**config.mk**
```make
export PLATFORM = sky130hd
export DESIGN_NAME = gpc_pin_control
export DESIGN_NICKNAME = d
export VERILOG_FILES = /design/src/verilog/gpc_pkg.sv /design/src/verilog/gpc_pin_control.sv
export VERILOG_INCLUDE_DIRS = /design/src /design/src/verilog
export SDC_FILE = /design/constraint.sdc
export NUM_CORES = 1
export LEC_CHECK = 0
export CORE_MARGIN = 5
export CORE_UTILIZATION = 55
export CTS_CLUSTER_DIAMETER = 60
export DETAILED_ROUTE_END_ITERATION = 8
export DONT_BUFFER_PORTS = 1
export GPL_TIMING_DRIVEN = 0
export PLACE_DENSITY = 0.81
export SLEW_MARGIN = 20
export SYNTH_ARGS = -nofsm -noshare
export SYNTH_HDL_FRONTEND = slang
export SYNTH_SLANG_ARGS = --single-unit
```
**constraint.sdc**
```tcl
create_clock -name core_clk_i -period 1.73 [get_ports core_clk_i]
set_input_delay 0.346 -clock core_clk_i [delete_from_list [all_inputs] [get_ports core_clk_i]]
set_output_delay 0.346 -clock core_clk_i [all_outputs]
set_load 0.02 [all_outputs]
```
**src/verilog/gpc_consts.svh**
```systemverilog
// Constants for the general purpose pin control block.
// Assumes inclusion by gpc_pkg.sv and gpc_pin_control.sv only.
`ifndef GPC_CONSTS_SVH
`define GPC_CONSTS_SVH

`define GPC_PORT_WIDTH 8
`define GPC_NUM_PORTS  3
`define GPC_PORT_A     0
`define GPC_PORT_B     1
`define GPC_PORT_C     2
`define GPC_DBG_HI_BIT 7
`define GPC_DBG_LO_BIT 6
`define GPC_RST_CFG    8'h00

`endif

```
**src/verilog/gpc_pkg.sv**
```systemverilog
// Types for the general purpose pin control block.
// Assumes gpc_consts.svh is on the include path.
`include "gpc_consts.svh"
`default_nettype none

package gpc_pkg;
	typedef logic [`GPC_PORT_WIDTH-1:0] gpc_byte_t;

	// Per-port configuration as software holds it
	typedef struct packed {
		gpc_byte_t direction;
		gpc_byte_t peripheral_output_select;
		gpc_byte_t drive_value;
		gpc_byte_t change_interrupt_enable;
	} gpc_cfg_t;

	// Per-port pad control toward the pin drivers
	typedef struct packed {
		gpc_byte_t out_val;
		gpc_byte_t out_en;
		gpc_byte_t pull_up_en;
	} gpc_pad_t;
endpackage : gpc_pkg

`default_nettype wire
```
**src/verilog/gpc_pin_control.sv**
```systemverilog
// Pin control for three eight-bit ports: pad drive, pull-ups, readback and
// level-change interrupts. Configuration arrives as plain ports; the reading
// agent pulses a per-port strobe when it reads the level readback.
`include "gpc_consts.svh"
`default_nettype none

module gpc_pin_control #(
	parameter int PORT_WIDTH = `GPC_PORT_WIDTH
) (
	input  wire logic                    core_clk_i,
	input  wire logic                    rst_n_i,
	input  wire gpc_pkg::gpc_cfg_t       cfg_i [`GPC_NUM_PORTS],
	input  wire gpc_pkg::gpc_byte_t      analog_input_disable_i,
	input  wire logic                    debug_enable_input_i,
	input  wire gpc_pkg::gpc_byte_t      periph_out_i [`GPC_NUM_PORTS],
	input  wire gpc_pkg::gpc_byte_t      pad_in_i [`GPC_NUM_PORTS],
	input  wire logic [`GPC_NUM_PORTS-1:0] level_read_i,
	output var  gpc_pkg::gpc_pad_t       pad_o [`GPC_NUM_PORTS],
	output var  gpc_pkg::gpc_byte_t      level_o [`GPC_NUM_PORTS],
	output var  gpc_pkg::gpc_byte_t      pending_o [`GPC_NUM_PORTS],
	output var  logic [`GPC_NUM_PORTS-1:0] irq_o
);

	// ------------------------------------------------------------
	// Elaboration checks
	// ------------------------------------------------------------
	// The byte type is fixed by the package, so only that width can be served
	if (PORT_WIDTH != `GPC_PORT_WIDTH) begin : g_width_check
		$error("gpc_pin_control: PORT_WIDTH must equal the port byte width");
	end

	// ------------------------------------------------------------
	// State
	// ------------------------------------------------------------
	gpc_pkg::gpc_pad_t  pad_r     [`GPC_NUM_PORTS];
	gpc_pkg::gpc_pad_t  pad_nxt   [`GPC_NUM_PORTS];
	gpc_pkg::gpc_byte_t sync1_r   [`GPC_NUM_PORTS];
	gpc_pkg::gpc_byte_t sync2_r   [`GPC_NUM_PORTS];
	gpc_pkg::gpc_byte_t level_r   [`GPC_NUM_PORTS];
	gpc_pkg::gpc_byte_t level_nxt [`GPC_NUM_PORTS];
	gpc_pkg::gpc_byte_t pend_r    [`GPC_NUM_PORTS];
	gpc_pkg::gpc_byte_t pend_nxt  [`GPC_NUM_PORTS];
	logic [`GPC_NUM_PORTS-1:0] irq_r;
	logic [`GPC_NUM_PORTS-1:0] irq_nxt;

	// Pins lost to the debugger: port B upper two bits while debug is on
	gpc_pkg::gpc_byte_t dbg_mask;

	// ------------------------------------------------------------
	// Next-state logic
	// ------------------------------------------------------------
	always_comb begin
		gpc_pkg::gpc_byte_t gate;
		gpc_pkg::gpc_byte_t live;
		gate = '0;
		live = '0;
		dbg_mask = '0;
		if (debug_enable_input_i) begin
			dbg_mask[`GPC_DBG_HI_BIT] = 1'b1;
			dbg_mask[`GPC_DBG_LO_BIT] = 1'b1;
		end
		for (int p = 0; p < `GPC_NUM_PORTS; p++) begin
			gate = (p == `GPC_PORT_B) ? dbg_mask : '0;
			// Output enable follows direction; debug pins are released
			pad_nxt[p].out_en = cfg_i[p].direction & ~gate;
			pad_nxt[p].out_val = (cfg_i[p].peripheral_output_select & periph_out_i[p])
				| (~cfg_i[p].peripheral_output_select & cfg_i[p].drive_value);
			pad_nxt[p].pull_up_en = ~cfg_i[p].direction & cfg_i[p].drive_value
				& ~gate;
			// Disabled analog inputs read as zero and never toggle
			if (p == `GPC_PORT_A) begin
				gate = gate | analog_input_disable_i;
			end
			live = sync2_r[p] & ~gate;
			level_nxt[p] = live;
			// Set wins over the read clear so no edge is lost
			pend_nxt[p] = pend_r[p];
			if (level_read_i[p]) begin
				pend_nxt[p] = pend_r[p] & ~cfg_i[p].change_interrupt_enable;
			end
			pend_nxt[p] = pend_nxt[p] | ((live ^ level_r[p])
				& cfg_i[p].change_interrupt_enable);
			irq_nxt[p] = |(pend_nxt[p] & cfg_i[p].change_interrupt_enable);
		end
	end

	// ------------------------------------------------------------
	// Registers
	// ------------------------------------------------------------
	always_ff @(posedge core_clk_i) begin
		for (int p = 0; p < `GPC_NUM_PORTS; p++) begin
			if (!rst_n_i) begin
				pad_r[p]   <= '0;
				sync1_r[p] <= `GPC_RST_CFG;
				sync2_r[p] <= `GPC_RST_CFG;
				level_r[p] <= `GPC_RST_CFG;
				pend_r[p]  <= `GPC_RST_CFG;
			end else begin
				pad_r[p]   <= pad_nxt[p];
				sync1_r[p] <= pad_in_i[p];
				sync2_r[p] <= sync1_r[p];
				level_r[p] <= level_nxt[p];
				pend_r[p]  <= pend_nxt[p];
			end
		end
		if (!rst_n_i) begin
			irq_r <= '0;
		end else begin
			irq_r <= irq_nxt;
		end
	end

	// ------------------------------------------------------------
	// Outputs
	// ------------------------------------------------------------
	// Plain copies of the flops, so no output carries a combinational path
	always_comb begin
		for (int p = 0; p < `GPC_NUM_PORTS; p++) begin
			pad_o[p]     = pad_r[p];
			level_o[p]   = level_r[p];
			pending_o[p] = pend_r[p];
		end
		irq_o = irq_r;
	end
endmodule : gpc_pin_control

`default_nettype wire

```
# ---- Word level (Yosys, flattened, before mapping)
# Memory sizes are Yosys's and may differ from the RTL's.
# Index checks and enable logic that the tools add are counted.
dict set report word_totals {
  output_inout_bits 123
  word_cells 87
  mem_count 5
  ramBits 168
  reg_bits 3
}
dict set report classes {
  reduce_logical 3
  n_mux 21
  n_bitwise 57
}
# name depth word_bits rd rd_ports_with_merged_regs wr line
set mem_list {}
lappend mem_list {pad_r 3 24 3 0 3 gpc_pin_control.sv:35} ;# gpc_pkg::gpc_pad_t pad_r [`GPC_NUM_PORTS];
lappend mem_list {level_r 3 8 3 0 3 gpc_pin_control.sv:39} ;# gpc_pkg::gpc_byte_t level_r [`GPC_NUM_PORTS];
lappend mem_list {pend_r 3 8 3 0 3 gpc_pin_control.sv:41} ;# gpc_pkg::gpc_byte_t pend_r [`GPC_NUM_PORTS];
lappend mem_list {sync1_r 3 8 3 0 3 gpc_pin_control.sv:37} ;# gpc_pkg::gpc_byte_t sync1_r [`GPC_NUM_PORTS];
lappend mem_list {sync2_r 3 8 3 0 3 gpc_pin_control.sv:38} ;# gpc_pkg::gpc_byte_t sync2_r [`GPC_NUM_PORTS];
# op count
set op_table {}
lappend op_table {{bitwise AND 8 bit} 22}
lappend op_table {{two-way mux 8 bit} 15}
lappend op_table {{NOT 8 bit} 11}
lappend op_table {{two-way mux 24 bit} 3}
lappend op_table {{OR 8 bit} 6}
lappend op_table {{OR reduction 8 bit} 3}
lappend op_table {{bitwise XOR 8 bit} 3}
lappend op_table {{OR 1 bit} 15}
lappend op_table {{two-way mux 1 bit} 2}
lappend op_table {{two-way mux 2 bit} 1}

# ---- Longest topological paths before layout
# Gate-level depths: netlist of run 1.
dict set report logic_depth {
  word_depth 8
  mapped_depth 5
  mapped_depth_nobuf 4
}

# ---- Least setup slack after synthesis of run 1
# No wires, ideal clock.
dict set report synth_timing {
  kind {input to register}
  from {in debug_enable_input_i}
  to {reg irq_r[1] (netlist: irq_o[1])}
  cell_stages 4
  slack_ns 0.374
  required_time_ns 1.587
  n_path_buf 0
  setup_ns 0.143
  t_arrival_ns 1.213
  cell_sequence {or2b_2 -> xnor2_1 -> a222oi_1 -> a41oi_1}
}
dict set report synth_between {
  elab_chain_len 8
}
# element line
set synth_lines {}
lappend synth_lines {{from (decl)} gpc_pin_control.sv:14} ;# input wire logic debug_enable_input_i,
lappend synth_lines {{two-way mux 2 bit} gpc_pin_control.sv:58} ;# if (debug_enable_input_i) begin
lappend synth_lines {{NOT 8 bit} gpc_pin_control.sv:74} ;# live = sync2_r[p] & ~gate;
lappend synth_lines {{bitwise AND 8 bit} gpc_pin_control.sv:74}
lappend synth_lines {{bitwise XOR 8 bit} gpc_pin_control.sv:81} ;# pend_nxt[p] = pend_nxt[p] | ((live ^ level_r[p])
lappend synth_lines {{bitwise AND 8 bit} gpc_pin_control.sv:82} ;# & cfg_i[p].change_interrupt_enable);
lappend synth_lines {{OR 8 bit} gpc_pin_control.sv:81}
lappend synth_lines {{bitwise AND 8 bit} gpc_pin_control.sv:83} ;# irq_nxt[p] = |(pend_nxt[p] & cfg_i[p].change_interrupt_enable);
lappend synth_lines {{OR reduction 8 bit} gpc_pin_control.sv:83}
lappend synth_lines {{to (signal assigned)} gpc_pin_control.sv:109} ;# irq_r <= irq_nxt;
lappend synth_lines {{to (decl)} gpc_pin_control.sv:43} ;# logic [`GPC_NUM_PORTS-1:0] irq_r;
# No other way between the ends.
# A chain may end at the register's enable or synchronous reset.

==> impl_results.md, run 1 <==
- Outcome: complete, but fails checks
- Failing checks: DRC
- Crit share post-route: 0.892
- Post-synth top area share: 0.612
- Comb power frac: 0.075
- Most frequent cell after synthesis: dfxtp_1
- Power consumption: about 8.8 mW
- Post-layout nets: between 800 and 900
- Gpl congestion: around 0.83
- Via count: 4606
- Clock Pin Slew Worst Setup and Hold Paths: around 0.06 ns
- P_sw: ~2.1 mW
- Drt pass-1 iters: 8
- Critical Path Sink Type: register
- Residual DRC: 1
- Clock sinks: around 170
- Layout area overhead: 37.2%
- Mapped cell area: between 5000 and 6000 sq um
- Area of the core: roughly 9900 sq um
- H-tree depth: 4
- Post-synthesis sequential area ratio: 0.612
- Synth Area per Inst: ~11 sq um
- Worst slew pin tran: 0.707 ns
- Inserted Diodes: 0
- Antenna violations before repair: 0
- Hpwl dp: 11600 um
- CP max FO: 10
- Routed Antenna Nets: 0
- FMAX: ~0.65 GHz
- Final core utilization: 0.778
- Layout cell share with drive strength beyond 1: 0.0541
- Detailed Route WL: approximately 19000 um
- Distinct cell type count after synthesis: 33
- Fin cells: 817
- GRT met1 Usage: 0.306
- Vias per cell: 5.64
- Initial DRC count: between 200 and 300
- Internal Power: roughly 6.7 mW
- Largest net degree at the start of global routing: 17
- CTS Root Cell: clkbuf_8
- Die height: roughly 110 um
- Leading cell types by count after synthesis: dfxtp_1 (171), and2_1 (89), nor2_1 (53), nand2_1 (29), a22oi_1 (26)
- Die area: around 12000 sq um
- Max-Cap Viols: 0
- # IOs: 281
- Peak supply drop: ~0.65 mV
- Sequential power share: 0.500
- # rows: 36
- Synth top area cells: dfxtp_1 (61%), and2_1 (10%), mux2i_1 (4.3%)
- M2 GR Usage: 0.548
- TritonCTS clock tree: done
- Sw frac: 0.238
- RSZ-0062 raised after global routing: no
- Yosys warnings: 0
- FF+latch count, synth: around 170
- Clock insertion delay at the later pin of the skew report: slightly above 0.5 ns
- Slew margin rel.: 0.529
- Vias in the first global route: between 4000 and 5000
- Post-synth EDFFs: 0
- Setup TNS: 0 ns
- Setup Skew: approximately 0.0093 ns
- Worst Setup Path Type: in2reg
- First-pass GRT wire length: about 29000 um
- Num CTS Buffers: 17
- Crit path arrival time: approximately 1.9 ns
- CP Data Required Time: 2.12 ns
- Power per cell area: about 1100 nW/um^2
- Met3 usage: 0.105
- GRT Util Overall: 0.308
- GRT Max-Usage Layer: met2
- Min-delay worst type: in2reg
- Synthesized Nets: 678
- Pleak: 3.21 nW
- Startpoint Class: input pin
- Fin. Hold Viols: 0
- Asr flop ratio synth: 0
- Slew Viols, Final: 0
- Clock Path Buffers: 2
- Die X: roughly 110 um
- Total gr overflow: 0
- Setup Viol. Count Final: 0
- Post-Synthesis Cells: 520
- Area leader, netlist: dfxtp_1
- Hold_ws: roughly 0.02 ns
- Dpl cells: ~650
- IO buf count: 0
- Clock Power Share: 0.424
- Initial core utilization: 0.567
- Layout fillers: ~580
- Average wire per standard cell: 23.5 um
- Min cycle time layout: approximately 1.5 ns
- Main synth FF type: dfxtp_1
-- power by group through the flow --
stage	Combinational, mW	Sequential, mW	Clock (mW)
after floorplan	0.285	4.43	0
after global placement	0.350	4.47	0
after detailed placement	0.367	4.47	0
after CTS	0.625	4.38	3.72
after global routing	0.713	4.40	3.92
final	0.662	4.39	3.72
-- metrics by stage --
stage	instance area, sq um	setup slack, ns
4_1_cts	7670	0.0565
6_report	7670	0.187
3_5_place_dp	5760	0.248
2_1_floorplan	5590	0.374
5_1_grt	7670	0.134
3_3_place_gp	5760	0.250
-- layout make-up --
cell class / instances / area (sq um) / share of cell area
Sequential cell: 171 / 3420 / 0.446
Inverter: 3 / 11.3 / 0.00147
Tap cell: 133 / 166 / 0.0217
Buffer: 21 / 85.1 / 0.0111
Clock buffer: 19 / 422 / 0.0550
Timing Repair Buffer: 134 / 1340 / 0.175
Multi-Input combinational cell: 325 / 2070 / 0.270
Clock inverter: 11 / 148 / 0.0192
-- routing by layer --
layer  wire, um  up-vias
met5          0        -
met4       1120        0
met3       1580       81
met2       9890      303
met1       6620     2197
li1           -     2025
-- critical path, cell delays in order --
cell	delay (ns)
buf_2	0.17
inv_2	0.15
clkbuf_1	0.53
nor3b_1	0.13
dlygate4sd3_1	0.60
-- worst paths after layout --
| path | slack [ns] | start | endpoint | cells after the start |
|---|---|---|---|---|
| worst min-delay path | 0.02 | cfg_i[44] | pad_r[1][20] | 2 |
| worst max-delay path | 0.19 | rst_n_i | pad_r[2][5] | 5 |
| worst max register to register | 0.24 | sync2_r[1][6] | irq_o[1] | 4 |
| worst min register to register | 0.43 | sync1_r[2][1] | sync2_r[2][1] | 1 |
-- flip-flops by register name, indices dropped and copies added, names as in the netlist --
name,flops
irq_o,3
pend_r,24
sync1_r,24
pad_r,72
level_r,24
sync2_r,24
-- kinds of logic (layout without fill, tap and decap cells) --
kind of cell | after synthesis | count (layout) | share of synthesized area
AOI/OAI and AO/OA | 55 | 55 | 0.0700
and+or+nand+nor | 226 | 226 | 0.226
DFF | 171 | 171 | 0.612
muxes | 24 | 24 | 0.0430
buffers and inverters | 24 | 188 | 0.0172
xor gates and xnor gates | 20 | 20 | 0.0313
-- repair_timing --
item | CTS | global route
hold buffers | 134 | 0
gates resized for setup | 0 | 1
endpoints found under the hold margin | 113 | 0
setup endpoints to repair | 0 | 1
setup buffers | 0 | 0
-- placed cells by master (no fill, tap or decap), types with 2 or more instances in the layout --
| cell type | netlist | final |
|---|---|---|
| inv_1 | 2 | 2 |
| clkbuf_1 | 18 | 20 |
| nor2_1 | 53 | 53 |
| bufinv_16 | 0 | 3 |
| and2_1 | 89 | 89 |
| nand2_1 | 29 | 29 |
| nand4_1 | 2 | 2 |
| xnor2_1 | 5 | 5 |
| dlygate4sd3_1 | 0 | 133 |
| clkinv_2 | 0 | 2 |
| dfxtp_1 | 171 | 171 |
| xor2_1 | 15 | 15 |
| mux2i_1 | 24 | 24 |
| or4bb_1 | 4 | 4 |
| a22oi_1 | 26 | 26 |
| buf_2 | 2 | 2 |
| a21oi_1 | 5 | 5 |
| o21ai_0 | 12 | 12 |
| o21ai_2 | 3 | 3 |
| nand2b_1 | 4 | 4 |
| clkbuf_16 | 0 | 16 |
| nor2b_1 | 17 | 17 |
| nor3b_1 | 24 | 24 |
| clkinvlp_4 | 0 | 4 |
| nor4b_1 | 2 | 2 |
Note: power is estimated with default switching activity, not from simulation.
==> run 2, diff against run 1 <==
- CORE_AREA: not set -> 2 2 108 110
- CORE_MARGIN: 5 -> not set
- CORE_UTILIZATION: 55 -> not set
- DIE_AREA: not set -> 0 0 110 112
- PLACE_DENSITY: 0.81 -> 0.76
==> impl_results.md, run 2 (same netlist as run 1, synthesis figures left out) <==
- H-tree depth: 4 (unchanged)
- FMAX: 0.694 GHz (was 0.648 GHz)
- Die height: 112 um (was 111 um)
- Die X: 110 um (was 111 um)
- Crit path arrival time: 1.71 ns (was 1.94 ns)
- Clock Pin Slew Worst Setup and Hold Paths: 0.06 ns (about the same)
- Setup TNS: 0 ns (unchanged)
- Largest Register: pad_r (unchanged)
- IO buf count: 0 (unchanged)
- Average wire per standard cell: 20.9 um (was 23.5 um)
- Detailed Route WL: 15000 um (was 19200 um)
- Largest net degree at the start of global routing: 17 (unchanged)
- CTS Root Cell: clkbuf_16 (was clkbuf_8)
- Startpoint Class: register (was input pin)
- Total gr overflow: 0 (unchanged)
- Max FFs per register: 72 (unchanged)
- Peak supply drop: 0.870 mV (was 0.652 mV)
- Fin worst setup slack: 0.288 ns (was 0.187 ns)
- Slew Viols, Final: 0 (unchanged)
- Initial DRC count: 263 (was 253)
- Hpwl dp: 11000 um (was 11600 um)
- Setup Skew: 0.00895 ns (was 0.00927 ns)
- Comb power frac: 0.046 (was 0.075)
- Die area: 12300 sq um (about the same)
- CP Data Required Time: 2.00 ns (was 2.12 ns)
- GRT Util Overall: 0.242 (was 0.308)
- PostCTS Resize Cnt: 0 (unchanged)
- Power consumption: 8.95 mW (was 8.78 mW)
- Fin. Hold Viols: 0 (unchanged)
- Clock Path Buffers: 2 (unchanged)
- Initial core utilization: 0.501 (was 0.567)
- Area of the core: 11200 sq um (was 9860 sq um)
- Place WS: 0.192 ns (was 0.248 ns)
- Crit share post-route: 0.833 (was 0.892)
- Worst-path cell with the longest stage delay: dfxtp_1 (was dlygate4sd3_1)
- WP buf/inv: 0 (was 4)
- CP max FO: 3 (was 10)
- Clock sinks: 171 (unchanged)
- Register area: 3420 sq um (unchanged)
- Pleak: 2.75 nW (was 3.21 nW)
- Drt pass-1 iters: 5 (was 8)
- Number of setup buffers added after CTS: 0 (unchanged)
- # IOs: 281 (unchanged)
- Layout fillers: 907 (was 579)
- Gpl congestion: 0.788 (was 0.835)
- Setup Viol. Count Final: 0 (unchanged)
- Power per cell area: 1340 nW/um^2 (was 1140 nW/um^2)
- Critical Path Sink Type: register (unchanged)
- Fin cells: 720 (was 817)
- # rows: 39 (was 36)
- Residual DRC: 0 (was 1)
- Clock Power Share: 0.464 (was 0.424)
- Dpl cells: 663 (was 653)
- Layout cell share with drive strength beyond 1: 0.0694 (was 0.0541)
- TritonCTS clock tree: done (unchanged)
- RSZ-0062 raised after global routing: no (unchanged)
- Clock insertion delay at the later pin of the skew report: 0.42 ns (was 0.51 ns)
- Most common cell after layout, fill and taps aside: dfxtp_1 (unchanged)
- Min cycle time layout: 1.44 ns (was 1.54 ns)
- Sequential power share: 0.489 (was 0.500)
- Vias per cell: 5.41 (was 5.64)
- CP max stage delay: 0.48 ns (was 0.60 ns)
- Post-layout nets: 722 (was 831)
- Hold_buf cts: 25 (was 134)
- P_sw: 1.96 mW (was 2.09 mW)
- Layout area overhead: 19.6% (was 37.2%)
- Crit-path leading delay family: simple AND/OR/NAND/NOR gates (was buffers and inverters)
- Antenna violations before repair: 1 (was 0)
- Slew margin rel.: 0.566 (was 0.529)
- Num CTS Buffers: 17 (unchanged)
- Internal Power: 6.99 mW (was 6.69 mW)
- Multi-input gate area: 2070 sq um (unchanged)
- Worst slew pin tran: 0.651 ns (was 0.707 ns)
- Worst Setup Path Type: reg2reg (was in2reg)
- Cell Chain, Critical Path: or4bb_1 > o21ai_2 > nor4_1 > a41oi_2 (was buf_2 > inv_2 > clkbuf_1 > nor3b_1 > dlygate4sd3_1)
- Min-delay worst type: in2reg (unchanged)
- Outcome: complete, no violations (was complete, but fails checks)
- First-pass GRT wire length: 21600 um (was 29400 um)
- Sw frac: 0.219 (was 0.238)
- Routed Antenna Nets: 0 (unchanged)
- Max-Cap Viols: 0 (unchanged)
- Via count: 3894 (was 4606)
- Vias in the first global route: 3912 (was 4994)
- Most frequent cells in the layout: dfxtp_1 (171), and2_1 (89), nor2_1 (53) (was dfxtp_1 (171), dlygate4sd3_1 (133), and2_1 (89))
[run 2: changes by cell type in the layout (fill, tap and decap cells not counted), sizes merged]
cell | before | now
dlymetal6s4s | 1 | 0
bufinv | 3 | 4
clkinvlp | 4 | 2
dlygate4sd3 | 133 | 25
clkinv | 3 | 1
diode | 0 | 1
clkbuf | 37 | 41
[run 2: per-stage QoR]
stage,utilization,instance area (sq um),hold slack [ns]
final,0.598,6690,0.0444
after global placement,0.517,5770,0.415
after detailed placement,0.517,5770,0.417
after floorplan,-,5590,0.406
after CTS,0.598,6690,0.0196
after global routing,0.598,6690,0.0227
[run 2: worst reg2reg max path: stages (launching register included)]
cell and delay (ns):
dfxtp_1 0.48, or4bb_1 0.19, o21ai_2 0.07, nor4_1 0.39, a41oi_2 0.17
[run 2: final timing paths]
kind | start | end | slack (ns) | cells past startpoint
worst max-delay path | level_r[0][0] | irq_o[0] | 0.29 | 4
worst max register to register | level_r[0][0] | irq_o[0] | 0.29 | 4
worst min register to register | sync1_r[0][4] | sync2_r[0][4] | 0.42 | 1
worst min-delay path | cfg_i[92] | pad_r[0][12] | 0.04 | 1
[run 2: per-layer routing]
metal	share of wire	wire, um	GRT usage	vias to the layer above
li1	-	-	-	1811
met1	0.34	5140	0.236	1835
met2	0.51	7660	0.427	221
met3	0.12	1820	0.116	27
met4	0.026	397	0.104	0
met5	0	0	0	-
[run 2: power by group through the flow]
stage	sequential [mW]	combinational (mW)	clock, mW
2_1_floorplan	4.43	0.285	0
4_1_cts	4.38	0.419	4.23
5_1_grt	4.39	0.463	4.38
6_report	4.38	0.416	4.15
3_5_place_dp	4.47	0.365	0
3_3_place_gp	4.46	0.355	0
[run 2: cell type report]
| cell class | instances | share of cell area |
|---|---|---|
| Sequential cell | 171 | 0.512 |
| Clock inverter | 8 | 0.0232 |
| Inverter | 3 | 0.00168 |
| Antenna cell | 1 | 0.000374 |
| Timing Repair Buffer | 25 | 0.0374 |
| Multi-Input combinational cell | 325 | 0.310 |
| Tap cell | 143 | 0.0268 |
| Buffer | 21 | 0.0127 |
| Clock buffer | 23 | 0.0760 |
